## src/inc/ctsm_pkg.sv

```systemverilog
// Shared constants, types and decode functions for the timeslot mapper ends.
package ctsm_pkg;
   localparam int          MAX_LINKS   = 16;
   localparam int          LINK_W      = 4;
   localparam int          SLOT_W      = 5;
   localparam int          LCC_W       = 6;
   localparam int          NSLOTS      = 32;
   localparam logic [4:0]  MIN_LINKS   = 5'h01;
   localparam logic [4:0]  TOP_LINKS   = 5'h10;
   localparam logic [4:0]  TS_FRAMING  = 5'h00;
   localparam logic [4:0]  TS_MAIN     = 5'h10;
   localparam logic [4:0]  TS_LOW      = 5'h0F;
   localparam logic [4:0]  TS_HIGH     = 5'h1F;
   localparam logic [3:0]  LINK_PRI    = 4'h0;
   localparam logic [3:0]  LINK_SEC    = 4'h1;
   localparam logic [5:0]  LCC_PRI16   = 6'h00;
   localparam logic [5:0]  LCC_SEC16   = 6'h01;
   localparam logic [5:0]  SAPI_PKT    = 6'h10;
   localparam logic [5:0]  SAPI_FR_LO  = 6'h20;
   localparam logic [5:0]  SAPI_FR_HI  = 6'h3E;
   localparam int          SAPI_MSB    = 7;
   localparam int          SAPI_LSB    = 2;

   typedef enum logic [1:0] {
      CTSM_PACKET, CTSM_FRAME_RELAY, CTSM_SIGNALLING_CLASS, CTSM_ANALOGUE_TELEPHONY_SIGNALLING
   } ctsm_class_t;

   typedef enum logic [1:0] {CTSM_OP_ALLOC, CTSM_OP_RELEASE, CTSM_OP_AUDIT} ctsm_bcop_t;

   // A link count is usable only within one to sixteen.
   function automatic logic links_ok(input logic [4:0] n);
      links_ok = (n >= MIN_LINKS) && (n <= TOP_LINKS);
   endfunction : links_ok

   // Class of a D-channel frame from its SAPI.
   function automatic ctsm_class_t sapi_class(input logic [5:0] sapi);
      if (sapi == SAPI_PKT) begin
         sapi_class = CTSM_PACKET;
      end else if (sapi >= SAPI_FR_LO && sapi <= SAPI_FR_HI) begin
         sapi_class = CTSM_FRAME_RELAY;
      end else begin
         sapi_class = CTSM_SIGNALLING_CLASS;
      end
   endfunction : sapi_class
endpackage : ctsm_pkg

```

## src/inc/ctsm_if.sv

```systemverilog
// Interface joining the access node end and the exchange end of the mapper.
`timescale 1ns/1ps
interface ctsm_if;
   logic                 df_valid;
   ctsm_pkg::ctsm_class_t df_class;
   logic [5:0]           df_lcc;
   logic [7:0]           df_port;
   logic [7:0]           df_addr;
   logic                 bc_req;
   ctsm_pkg::ctsm_bcop_t bc_op;
   logic [3:0]           bc_link;
   logic [4:0]           bc_slot;
   logic [4:0]           bc_cnt;
   logic                 bc_rsp;
   logic                 bc_ok;
   logic [31:0]          bc_map;
   logic                 fail_pulse;
   logic [3:0]           fail_link;
   logic                 prot_sec;

   modport access_node_side (
      output df_valid, df_class, df_lcc, df_port, df_addr,
      output bc_rsp, bc_ok, bc_map, fail_pulse, fail_link, prot_sec,
      input  bc_req, bc_op, bc_link, bc_slot, bc_cnt
   );
   modport exchange_side (
      input  df_valid, df_class, df_lcc, df_port, df_addr,
      input  bc_rsp, bc_ok, bc_map, fail_pulse, fail_link, prot_sec,
      output bc_req, bc_op, bc_link, bc_slot, bc_cnt
   );
endinterface : ctsm_if

```

## src/core/ctsm_access_node.sv

```systemverilog
// Access node end: frame classing, channel placement, bearer slots and protection.
//
// Summary of operation
// - Links count one to sixteen, else invalid.
// - Only slots 16, 15, 31 carry communication channels.
// - All other slots except framing slot 0 are on-demand bearer channels.
// - Single link keeps the earlier channel placement.
// - Multi-link runs protection on primary/secondary slot 16.
// - Extra channels: slot 16s, then 15/31 pairs.
// - SAPI 16 goes to packet class.
// - SAPI 32 to 62 goes to frame relay.
// - Any other SAPI goes to signalling class.
// - Control paths start in primary slot 16.
// - Other paths avoid secondary slot 16.
// - Analogue signalling uses exactly one channel.
// - Port classes may share or split channels.
// - One class of a port uses one channel.
// - Multi-slot bearer stays ordered within one link.
// - D-channel frames are multiplexed and relayed.
// - Classes separable, or all but analogue sharing one channel optionally.
// - Control paths survive primary or secondary failure.
// - Bearer protocol offers an allocation audit.
// - Internal failures are reported to the exchange.
// - Both slot 16s form active/standby group one.
`timescale 1ns/1ps
module ctsm_access_node (
   input  wire logic       core_clk,
   input  wire logic       srst,
   input  wire logic [4:0] cfg_links,
   input  wire logic [5:0] cfg_pcc_num,
   input  wire logic       cfg_share_all,
   input  wire logic [5:0] cfg_pkt_lcc,
   input  wire logic [5:0] cfg_fr_lcc,
   input  wire logic [5:0] cfg_sig_lcc,
   input  wire logic [5:0] cfg_analogue_telephony_signalling_lcc,
   input  wire logic       lf_primary,
   input  wire logic       lf_secondary,
   input  wire logic       fr_valid,
   input  wire logic [7:0] fr_addr,
   input  wire logic [7:0] fr_port,
   input  wire logic       fr_analogue_telephony_signalling,
   input  wire logic       int_fail,
   input  wire logic [3:0] int_fail_link,
   input  wire logic [3:0] qry_link,
   input  wire logic [4:0] qry_slot,
   output logic            qry_is_pcc,
   output logic            cfg_err,
   ctsm_if.access_node_side lnk
);

   typedef struct packed {
      logic [15:0][31:0]     alloc;
      logic                  active_sec;
      logic                  df_valid;
      ctsm_pkg::ctsm_class_t df_class;
      logic [5:0]            df_lcc;
      logic [7:0]            df_port;
      logic [7:0]            df_addr;
      logic                  bc_rsp;
      logic                  bc_ok;
      logic [31:0]           bc_map;
      logic                  fail_pulse;
      logic [3:0]            fail_link;
      logic                  cfg_err;
   } ctsm_an_state_t;

   ctsm_an_state_t st_reg;
   ctsm_an_state_t st_next;

   // Rank of a slot in the preferred allocation order; a slot is a channel when
   // its rank lies below the provisioned channel count.
   function automatic logic is_pcc(input logic [3:0] link, input logic [4:0] slot,
                                   input logic [4:0] n, input logic [5:0] num);
      logic [6:0] rank;
      rank = 7'(n) + 7'({link, 1'b0});
      if (5'(link) >= n) begin
         is_pcc = 1'b0;
      end else if (slot == ctsm_pkg::TS_MAIN) begin
         is_pcc = 7'(link) < 7'(num);
      end else if (slot == ctsm_pkg::TS_LOW) begin
         is_pcc = rank < 7'(num);
      end else if (slot == ctsm_pkg::TS_HIGH) begin
         is_pcc = (rank + 7'h01) < 7'(num);
      end else begin
         is_pcc = 1'b0;
      end
   endfunction : is_pcc

   // Channel numbers that stand on the secondary slot 16 are reserved for
   // protection and are folded back onto the primary slot 16.
   function automatic logic [5:0] fix_lcc(input logic [5:0] l, input logic multi);
      fix_lcc = (multi && l == ctsm_pkg::LCC_SEC16) ? ctsm_pkg::LCC_PRI16 : l;
   endfunction : fix_lcc

   logic        cfg_ok;
   logic        multi;
   logic [5:0]  sapi;
   logic [5:0]  span_end;
   logic [31:0] span;
   logic        span_legal;
   logic        span_free;
   logic        span_held;
   logic [3:0]  rlink;

   assign cfg_ok = ctsm_pkg::links_ok(cfg_links);
   assign multi  = cfg_links > ctsm_pkg::MIN_LINKS;
   assign sapi   = fr_addr[ctsm_pkg::SAPI_MSB:ctsm_pkg::SAPI_LSB];
   assign rlink  = lnk.bc_link;
   assign span_end = 6'(lnk.bc_slot) + 6'(lnk.bc_cnt);

   // Mark the requested run of slots on a single link and check each of them;
   // the run is contiguous and ascending, so slot order is kept by construction.
   always_comb begin
      span       = '0;
      span_legal = cfg_ok && (lnk.bc_cnt != '0) && (span_end <= 6'(ctsm_pkg::NSLOTS))
                   && (5'(rlink) < cfg_links);
      span_free  = 1'b1;
      span_held  = 1'b1;
      for (int i = 0; i < ctsm_pkg::NSLOTS; i++) begin
         if (6'(i) >= 6'(lnk.bc_slot) && 6'(i) < span_end) begin
            span[i] = 1'b1;
            if (5'(i) == ctsm_pkg::TS_FRAMING ||
                is_pcc(rlink, 5'(i), cfg_links, cfg_pcc_num)) begin
               span_legal = 1'b0;
            end
            if (st_reg.alloc[rlink][i]) begin
               span_free = 1'b0;
            end else begin
               span_held = 1'b0;
            end
         end
      end
   end

   // Next state: classing, bearer requests, protection switch and failures.
   always_comb begin
      st_next            = st_reg;
      st_next.df_valid   = 1'b0;
      st_next.bc_rsp     = 1'b0;
      st_next.fail_pulse = 1'b0;
      st_next.cfg_err    = !cfg_ok || (multi && (cfg_pkt_lcc == ctsm_pkg::LCC_SEC16 ||
                           cfg_fr_lcc == ctsm_pkg::LCC_SEC16 ||
                           cfg_sig_lcc == ctsm_pkg::LCC_SEC16 ||
                           cfg_analogue_telephony_signalling_lcc == ctsm_pkg::LCC_SEC16));

      // Group one: primary slot 16 is active, the secondary stands by; a failure
      // of the active side moves the control paths only if the other side lives.
      if (!multi) begin
         st_next.active_sec = 1'b0;
      end else if (!st_reg.active_sec && lf_primary && !lf_secondary) begin
         st_next.active_sec = 1'b1;
      end else if (st_reg.active_sec && lf_secondary && !lf_primary) begin
         st_next.active_sec = 1'b0;
      end

      // Frames of every port are multiplexed onto one stream; the channel is
      // chosen per class, so a class of one port never spreads over two.
      if (fr_valid && cfg_ok) begin
         st_next.df_valid = 1'b1;
         st_next.df_port  = fr_port;
         st_next.df_addr  = fr_addr;
         if (fr_analogue_telephony_signalling) begin
            st_next.df_class = ctsm_pkg::CTSM_ANALOGUE_TELEPHONY_SIGNALLING;
            st_next.df_lcc   = fix_lcc(cfg_analogue_telephony_signalling_lcc, multi);
         end else begin
            st_next.df_class = ctsm_pkg::sapi_class(sapi);
            case (ctsm_pkg::sapi_class(sapi))
               ctsm_pkg::CTSM_PACKET: begin
                  st_next.df_lcc = fix_lcc(cfg_pkt_lcc, multi);
               end
               ctsm_pkg::CTSM_FRAME_RELAY: begin
                  st_next.df_lcc = fix_lcc(cfg_fr_lcc, multi);
               end
               default: begin
                  st_next.df_lcc = fix_lcc(cfg_sig_lcc, multi);
               end
            endcase
            if (cfg_share_all) begin
               st_next.df_lcc = fix_lcc(cfg_sig_lcc, multi);
            end
         end
      end

      // Bearer requests are answered on the following cycle.
      if (lnk.bc_req) begin
         st_next.bc_rsp = 1'b1;
         st_next.bc_ok  = 1'b0;
         st_next.bc_map = '0;
         case (lnk.bc_op)
            ctsm_pkg::CTSM_OP_ALLOC: begin
               if (span_legal && span_free) begin
                  st_next.bc_ok        = 1'b1;
                  st_next.alloc[rlink] = st_reg.alloc[rlink] | span;
               end
            end
            ctsm_pkg::CTSM_OP_RELEASE: begin
               if (span_legal && span_held) begin
                  st_next.bc_ok        = 1'b1;
                  st_next.alloc[rlink] = st_reg.alloc[rlink] & ~span;
               end
            end
            ctsm_pkg::CTSM_OP_AUDIT: begin
               if (cfg_ok && 5'(rlink) < cfg_links) begin
                  st_next.bc_ok  = 1'b1;
                  st_next.bc_map = st_reg.alloc[rlink];
               end
            end
            default: begin
               st_next.bc_ok = 1'b0;
            end
         endcase
      end

      // An internal failure drops the link's connections and is reported; it is
      // applied after the bearer request so that it wins over a grant in the same cycle.
      if (int_fail) begin
         st_next.alloc[int_fail_link] = '0;
         st_next.fail_pulse           = 1'b1;
         st_next.fail_link            = int_fail_link;
      end
      if (!cfg_ok) begin
         st_next.alloc = '0;
      end
   end

   // State register.
   always_ff @(posedge core_clk) begin
      if (srst) begin
         st_reg <= '0;
      end else begin
         st_reg <= st_next;
      end
   end

   // Outputs come straight from the state register except the slot query.
   assign qry_is_pcc     = is_pcc(qry_link, qry_slot, cfg_links, cfg_pcc_num);
   assign cfg_err        = st_reg.cfg_err;
   assign lnk.df_valid   = st_reg.df_valid;
   assign lnk.df_class   = st_reg.df_class;
   assign lnk.df_lcc     = st_reg.df_lcc;
   assign lnk.df_port    = st_reg.df_port;
   assign lnk.df_addr    = st_reg.df_addr;
   assign lnk.bc_rsp     = st_reg.bc_rsp;
   assign lnk.bc_ok      = st_reg.bc_ok;
   assign lnk.bc_map     = st_reg.bc_map;
   assign lnk.fail_pulse = st_reg.fail_pulse;
   assign lnk.fail_link  = st_reg.fail_link;
   assign lnk.prot_sec   = st_reg.active_sec;

endmodule : ctsm_access_node

```

## src/flat_wrapper.sv

```systemverilog
// flat-port wrapper written by rule: the top's interface ports become plain ports
module ctsm_access_node_flat 
  (core_clk, srst, cfg_links, cfg_pcc_num, cfg_share_all, cfg_pkt_lcc, cfg_fr_lcc, cfg_sig_lcc, cfg_analogue_telephony_signalling_lcc, lf_primary, lf_secondary, fr_valid, fr_addr, fr_port, fr_analogue_telephony_signalling, int_fail, int_fail_link, qry_link, qry_slot, qry_is_pcc, cfg_err, lnk_df_valid, lnk_df_class, lnk_df_lcc, lnk_df_port, lnk_df_addr, lnk_bc_rsp, lnk_bc_ok, lnk_bc_map, lnk_fail_pulse, lnk_fail_link, lnk_prot_sec, lnk_bc_req, lnk_bc_op, lnk_bc_link, lnk_bc_slot, lnk_bc_cnt);
  ctsm_if lnk_i ();
  input  wire logic core_clk;
  input  wire logic srst;
  input  wire logic [4:0] cfg_links;
  input  wire logic [5:0] cfg_pcc_num;
  input  wire logic cfg_share_all;
  input  wire logic [5:0] cfg_pkt_lcc;
  input  wire logic [5:0] cfg_fr_lcc;
  input  wire logic [5:0] cfg_sig_lcc;
  input  wire logic [5:0] cfg_analogue_telephony_signalling_lcc;
  input  wire logic lf_primary;
  input  wire logic lf_secondary;
  input  wire logic fr_valid;
  input  wire logic [7:0] fr_addr;
  input  wire logic [7:0] fr_port;
  input  wire logic fr_analogue_telephony_signalling;
  input  wire logic int_fail;
  input  wire logic [3:0] int_fail_link;
  input  wire logic [3:0] qry_link;
  input  wire logic [4:0] qry_slot;
  output logic qry_is_pcc;
  output logic cfg_err;
  output wire logic [$bits(lnk_i.df_valid)-1:0] lnk_df_valid;
  output wire logic [$bits(lnk_i.df_class)-1:0] lnk_df_class;
  output wire logic [$bits(lnk_i.df_lcc)-1:0] lnk_df_lcc;
  output wire logic [$bits(lnk_i.df_port)-1:0] lnk_df_port;
  output wire logic [$bits(lnk_i.df_addr)-1:0] lnk_df_addr;
  output wire logic [$bits(lnk_i.bc_rsp)-1:0] lnk_bc_rsp;
  output wire logic [$bits(lnk_i.bc_ok)-1:0] lnk_bc_ok;
  output wire logic [$bits(lnk_i.bc_map)-1:0] lnk_bc_map;
  output wire logic [$bits(lnk_i.fail_pulse)-1:0] lnk_fail_pulse;
  output wire logic [$bits(lnk_i.fail_link)-1:0] lnk_fail_link;
  output wire logic [$bits(lnk_i.prot_sec)-1:0] lnk_prot_sec;
  input wire logic [$bits(lnk_i.bc_req)-1:0] lnk_bc_req;
  input wire logic [$bits(lnk_i.bc_op)-1:0] lnk_bc_op;
  input wire logic [$bits(lnk_i.bc_link)-1:0] lnk_bc_link;
  input wire logic [$bits(lnk_i.bc_slot)-1:0] lnk_bc_slot;
  input wire logic [$bits(lnk_i.bc_cnt)-1:0] lnk_bc_cnt;
  assign lnk_df_valid = lnk_i.df_valid;
  assign lnk_df_class = lnk_i.df_class;
  assign lnk_df_lcc = lnk_i.df_lcc;
  assign lnk_df_port = lnk_i.df_port;
  assign lnk_df_addr = lnk_i.df_addr;
  assign lnk_bc_rsp = lnk_i.bc_rsp;
  assign lnk_bc_ok = lnk_i.bc_ok;
  assign lnk_bc_map = lnk_i.bc_map;
  assign lnk_fail_pulse = lnk_i.fail_pulse;
  assign lnk_fail_link = lnk_i.fail_link;
  assign lnk_prot_sec = lnk_i.prot_sec;
  assign lnk_i.bc_req = lnk_bc_req;
  assign lnk_i.bc_op = lnk_bc_op;
  assign lnk_i.bc_link = lnk_bc_link;
  assign lnk_i.bc_slot = lnk_bc_slot;
  assign lnk_i.bc_cnt = lnk_bc_cnt;
  ctsm_access_node u_core (.core_clk(core_clk), .srst(srst), .cfg_links(cfg_links), .cfg_pcc_num(cfg_pcc_num), .cfg_share_all(cfg_share_all), .cfg_pkt_lcc(cfg_pkt_lcc), .cfg_fr_lcc(cfg_fr_lcc), .cfg_sig_lcc(cfg_sig_lcc), .cfg_analogue_telephony_signalling_lcc(cfg_analogue_telephony_signalling_lcc), .lf_primary(lf_primary), .lf_secondary(lf_secondary), .fr_valid(fr_valid), .fr_addr(fr_addr), .fr_port(fr_port), .fr_analogue_telephony_signalling(fr_analogue_telephony_signalling), .int_fail(int_fail), .int_fail_link(int_fail_link), .qry_link(qry_link), .qry_slot(qry_slot), .qry_is_pcc(qry_is_pcc), .cfg_err(cfg_err), .lnk(lnk_i));
endmodule
```

## config.mk

```make
export PLATFORM = sky130hd
export DESIGN_NAME = ctsm_access_node_flat
export DESIGN_NICKNAME = d
export VERILOG_FILES = /design/src/inc/ctsm_pkg.sv /design/src/inc/ctsm_if.sv /design/src/core/ctsm_access_node.sv /design/src/flat_wrapper.sv
export SDC_FILE = /design/constraint.sdc
export NUM_CORES = 2
export LEC_CHECK = 0
export BUFFER_PORTS_ARGS = -buffer_cell sky130_fd_sc_hd__buf_2
export CAP_MARGIN = 0
export CORE_MARGIN = 5
export CORE_UTILIZATION = 25
export DETAILED_ROUTE_END_ITERATION = 6
export SYNTH_ARGS = -nofsm -noshare
export SYNTH_HDL_FRONTEND = slang
export SYNTH_SLANG_ARGS = --single-unit
```

## constraint.sdc

```tcl
create_clock -name core_clk -period 6.1 [get_ports core_clk]
set_clock_uncertainty 0.15 [all_clocks]
set_input_delay 0.61 -clock core_clk [delete_from_list [all_inputs] [get_ports core_clk]]
set_output_delay 0.61 -clock core_clk [all_outputs]
set_load 0.01 [all_outputs]
```

# Word level (Yosys, flattened, before mapping)
# Cells that the tools add are included.
totals:
  register_bits: 578
  latchBits: 0
  ram_bits: 0
  romBits: 0
  inputBits: 89
  output_inout_bits: 67
  elab_cells: 493
  n_memories: 0
op_classes:
  n_addsub: 5
  multipliers: 0
  div_mod_pow: 0
  magnitude_cmp: 82
  n_eq_ne: 11
  shift: 0
  n_mux: 295
  bitwise: 7
  n_reduce_logical: 65
op_table:
  columns: ["operator", "count"]
  rows:
  - ["$mux W512", 4]
  - ["$bwmux W512", 2]
  - ["$pmux W512 S2", 1]
  - ["$and A512 B512 Y512", 1]
  - ["$not A512 Y512", 1]
  - ["$mux W1", 265]
  - ["$demux W32 S4", 2]
  - ["$bmux W32 S4", 1]
  - ["$mux W32", 4]
  - ["$lt A5 B6 Y1 const A", 16]
  - ["$ge A5 B5 Y1 const A", 15]
  - ["$logic_and A1 B1 Y1", 51]
  - ["$lt A4 B6 Y1 const A", 8]
  - ["$ge A4 B5 Y1 const A", 8]
  - ["$mux W34", 1]
  - ["$mux W33", 1]
  - ["$and A32 B32 Y32", 1]
  - ["$not A32 Y32", 1]
  - ["$or A32 B32 Y32", 1]
  - ["$mux W6", 5]
  - ["$lt A7 B6 Y1", 4]
  - ["$mux W25", 1]
  - ["$eq A6 B1 Y1 const B", 4]
  - ["$lt A3 B6 Y1 const A", 4]
  - ["other kinds (34)", 63]

# Longest topological paths before layout
depth:
  depth_word: 74
  ltp_mapped: 21

# Worst setup path before layout
# OpenSTA, ideal clock, no wires.
synth_path:
  path_kind: "input -> register"
  start: "input port lnk_bc_slot[1]"
  end: "register u_core.st_reg[525] (netlist bit)"
  arrival_ns: 4.605
  required_ns: 5.833
  setup_slack_ns: 1.228
  stages: 18
  n_path_buf: 5
  path_cell_list: "clkbuf_1 > inv_1 > fa_1 > buf_2 > nor2b_1 > nand4_1 > o21a_1 > buf_4 > o31a_1 > nand3b_1 > or4_4 > and4bb_1 > buf_4 > nand4_2 > mux2i_1 > a31oi_2 > buf_2 > a22o_1"
synth_via:
  elab_chain_cells: 73
synth_lines:
  columns: ["element", "line_no", "source"]
  rows:
  - ["start, declared", "flat_wrapper.sv:40", "input wire logic [$bits(lnk_i.bc_slot)-1:0] lnk_bc_slot;"]
  - ["$add A5 B5 Y6", "ctsm_access_node.sv:109", "assign span_end = 6'(lnk.bc_slot) + 6'(lnk.bc_cnt);"]
  - ["$le A6 B6 Y1", "ctsm_access_node.sv:115", "span_legal = cfg_ok && (lnk.bc_cnt != '0) && (span_end <= 6'(ctsm_pkg::NSLOTS))"]
  - ["$logic_and A1 B1 Y1", "ctsm_access_node.sv:115", null]
  - ["$logic_and A1 B1 Y1", "ctsm_access_node.sv:116", "&& (5'(rlink) < cfg_links);"]
  - ["$mux W1", "ctsm_access_node.sv:120", "if (6'(i) >= 6'(lnk.bc_slot) && 6'(i) < span_end) begin"]
  - ["$mux W1", "ctsm_access_node.sv:122", "if (5'(i) == ctsm_pkg::TS_FRAMING ||"]
  - ["$mux W1", "ctsm_access_node.sv:120", null]
  - ["$mux W1", "ctsm_access_node.sv:122", null]
  - ["[... 57 more ...]", null, null]
  - ["$mux W1", "ctsm_access_node.sv:122", null]
  - ["$mux W1", "ctsm_access_node.sv:120", null]
  - ["$logic_and A1 B1 Y1 (on tied branches)", "ctsm_access_node.sv:197, ctsm_access_node.sv:191", null]
  - ["$mux W512 (on tied branches)", "ctsm_access_node.sv:197, ctsm_access_node.sv:191", null]
  - ["$pmux W512 S2 *", "ctsm_access_node.sv:189", "case (lnk.bc_op)"]
  - ["$mux W512 *", "ctsm_access_node.sv:185", "if (lnk.bc_req) begin"]
  - ["$and A512 B512 Y512 (no line)", null, null]
  - ["$mux W512 *", "ctsm_access_node.sv:216", "if (int_fail) begin"]
  - ["end signal, assigned", "ctsm_access_node.sv:231", "st_reg <= st_next;"]
  - ["end, declared", "ctsm_access_node.sv:67", "ctsm_an_state_t st_reg;"]
# Every way passes the cells marked *; elsewhere a longest branch is shown, timed or not.
# A chain may end at the register's enable or synchronous reset.

# Worst setup path in the final report
layout_path:
  start: "input port lnk_bc_slot[0]"
  end: "register u_core.st_reg[171] (netlist bit)"
# The elaborated chain is that of the path after synthesis.

==> impl_metrics.tcl <==
set metrics [dict create \
    met1_usage_pct 28.27 \
    critical_path.most_common_cell "buf_4" \
    hold_buffers 0 \
    cts_tree "done" \
    cp_max_fo 13 \
    fin_cells 6583 \
    crit_chain "buf_2, ha_1, inv_1, fa_1, nor2b_1, nand4_1, o21a_1, buf_4, o31a_1, nand3b_1, or4_4, nor4_4, buf_4, nand4_1, a221oi_1, nor2_1, buf_4, a22o_1" \
    violations "DRC" \
    place_congestion 0.9999 \
    final_hold_viol_count 0 \
    postCtsSetupBuffers 0 \
    dpl.cell_count 6455 \
    total_power_mw 9.476 \
    fp.dieW_um 393.8 \
    cp_slowest_cell "nor4_4" \
    rsz0062_at_grt "false" \
    yosysWarnings 0 \
    crit_path_end_kind "flip-flop" \
    antenna_found_initial 14 \
    max-cap-violations 0 \
    initial_core_util_pct 25.21 \
    fin_setup_tns_ns 0 \
    cts_buffers 70 \
    setup_viol 0 \
    p_leak_nw 14.91 \
    dr.pass1.iters 7 \
    post_cts_resized 0 \
    design_area_mm2 0.04311 \
    yosysSeqAreaShare_pct 31.42 \
    fin_ws_ns 0.5083 \
    core_area_mm2 0.1461 \
    row_count 140 \
    startpoint_type "input pin" \
    drt-total-wl_um 185400 \
    vdd_ir_drop_max_mv 0.1715 \
    dp_hpwl_um 123300 \
    routedWlPerCell_um 28.17 \
    dr_total_vias 41150 \
    cp.arrival_ns 5.98 \
    track_usage_pct 22.52 \
    cts_root_buf "clkbuf_16" \
    multi_input_area_mm2 0.02273 \
    grt_use_met3_pct 8.432 \
    worstSkewPairLatency_ns 0.67 \
    synthArstFlopShare_pct 0 \
    fin_crit_ns 5.592 \
    grt_util_met2_pct 32.66 \
    ys_types 97 \
    post-route-drc-count 35 \
    status "finished, violations left" \
    drive_gt1_share_pct 17.14 \
    nFillCells 15440 \
    grt_pass1_vias 38650 \
    critical-path-max-stage-delay_ns 0.86 \
    finalHoldWorstSlack_ns 0.04223 \
    regArea_mm2 0.01157 \
    avgSynthCellArea_um2 8.006 \
    pin_count 156 \
    final_antenna_net_count 0 \
    fmax_mhz 178.8 \
    htreeDepth 3 \
    die_y_um 393.8 \
    power_density_mw_per_mm2 219.8 \
    syn_inst 4600 \
    synth_edf_count 0 \
    pre_cts_ws_ns 0.06776 \
    grt_max_degree 116 \
    placed_cell_area_mm2 0.04092 \
    fin_crit_sh_pct 91.67 \
    vias_per_cell 6.251 \
    grt_pass1_wl_um 266700 \
    fp.dieArea_mm2 0.1551 \
    cp_top_family "simple AND/OR/NAND/NOR gates" \
    maxSlewHeadroom_pct 12.88 \
    hold_class "in2reg" \
    syn-num-nets 4741 \
    port_buffers 155 \
    clockBufferDepth 3 \
    nNetsFinal 4751 \
    top_usage_layer "met2" \
    final_util_pct 29.51 \
    cts.clk_slew.worst_paths_ns 0.06 \
    drtIter0Drc 6648 \
    mappedNetlistArea_mm2 0.03683 \
    required_ns 6.48 \
    worstMarginPinSlew_ns 1.307 \
    largest_reg_flops 512 \
    synth-main-ff-cell "dfxtp_1" \
    grt_overflow 0 \
    finalMaxSlewViolations 0 \
    ys_ff_latch 578 \
    area_growth_pct 17.05 \
    cp_num_buf_inv 5 \
    path_class "in2reg" \
    clock-sinks 578 \
]
==> Yosys cell counts (all sizes together) (8+ instances only) <==
| cell type | n | area, um2 |
|---|---|---|
| inv | 141 | 529.3 |
| o2bb2ai | 15 | 131.4 |
| a22o | 123 | 1077 |
| o31ai | 21 | 157.7 |
| nor3 | 63 | 354.1 |
| nand2b | 24 | 150.1 |
| mux2 | 10 | 112.6 |
| nand4 | 34 | 225.2 |
| a211oi | 73 | 553.0 |
| xnor2 | 9 | 78.83 |
| buf | 168 | 1052 |
| xor2 | 12 | 105.1 |
| clkbuf | 322 | 1211 |
| nor2 | 334 | 1264 |
| o22ai | 203 | 1270 |
| o211ai | 94 | 705.7 |
| a311oi | 22 | 192.7 |
| or3 | 12 | 75.07 |
| o221ai | 144 | 1261 |
| a21o | 50 | 375.4 |
| o2111ai | 8 | 70.07 |
| and3 | 33 | 206.5 |
| mux4 | 133 | 2995 |
| o22a | 12 | 105.1 |
| o311ai | 8 | 70.07 |
| a221o | 17 | 170.2 |
| a32o | 19 | 190.2 |
| nand2 | 636 | 2387 |
| nor4 | 26 | 198.9 |
| nand3 | 106 | 535.5 |
| o21ai | 397 | 1987 |
| ha | 49 | 613.1 |
| a22oi | 55 | 412.9 |
| nor2b | 13 | 81.33 |
| a221oi | 28 | 270.3 |
| or2 | 18 | 112.6 |
| mux2i | 58 | 580.6 |
| a31oi | 17 | 112.6 |
| dfxtp | 578 | 11570 |
| o21a | 24 | 180.2 |
| o211a | 9 | 90.09 |
| and2 | 29 | 181.4 |
| o221a | 31 | 349.1 |
| a21oi | 342 | 1719 |
==> placed cells by master, fill, tap and decap left out, drive strengths merged, types with 22 or more instances in the layout <==
cell type,instances
a211oi,73
a21o,50
a21oi,342
a221oi,28
a22o,123
a22oi,55
a311oi,22
and2,29
and3,33
buf,426
clkbuf,96
clkinv,23
dfxtp,578
ha,49
inv,145
mux2i,58
mux4,133
nand2,636
nand2b,24
nand3,106
nand4,34
nor2,334
nor3,63
nor4,26
o211ai,94
o21a,24
o21ai,397
o221a,31
o221ai,144
o22ai,203
==> worst paths after layout <==
| path | slack [ns] | to | depth (start not counted) | start |
|---|---|---|---|---|
| worst max-delay path | 0.51 | u_core.st_reg[171] | 18 | lnk_bc_slot[0] |
| worst min-delay path | 0.04 | u_core.lnk.df_addr[0] | 3 | fr_addr[0] |
| worst max register to register | 1.01 | u_core.st_reg[310] | 12 | u_core.st_reg[421] |
| worst min register to register | 0.28 | u_core.st_reg[354] | 2 | u_core.st_reg[354] |
==> cell type report <==
cell class	instances	area share, %
diodes	5	0.02902
clock buffers	94	4.510
clock inverters	29	0.5514
inverters	143	1.245
multi-input cells	3389	52.73
flip-flops and latches	578	26.84
well taps	1917	5.564
repair buffers	428	8.533
==> metal layers <==
| layer | routed length [um] | part of all wire [%] |
|---|---|---|
| met2 | 76170 | 41 |
| met1 | 69170 | 37 |
| met3 | 26880 | 14 |
| met4 | 13160 | 7.1 |
| met5 | 34 | 0.018 |
==> worst reg2reg max path, cell delays in order, from the launching register on <==
cell       delay, ns
dfxtp_1         0.30
mux4_2          0.48
a22oi_1         0.72
nand2_1         0.43
o311ai_0        0.23
o2111ai_1       0.23
a2111oi_2       0.38
and4bb_1        0.32
buf_12          0.20
nand2_1         0.15
o22ai_1         0.84
o211ai_1        0.22
a32o_1          0.32
==> cell families (layout without fill, tap and decap cells) <==
group                      after synthesis  after routing  share of synthesized area, %
and+or+nand+nor                       1354           1354                         16.32
buffers and inverters                  633            694                         7.603
AOI/OAI and AO/OA                     1760           1760                         32.29
xor gates and xnor gates                21             21                        0.4994
adders and majority gates               53             53                         1.855
other                                    0              5                             0
DFF                                    578            578                         31.42
muxes                                  201            201                         10.02
==> power by group <==
group	internal [mW]	switching (mW)
Clock	2.33	1.85
Sequential	3.79	0.00666
Combinational	0.414	1.08
Total	6.53	2.94
No activity file was read; power rests on OpenSTA's default activity.
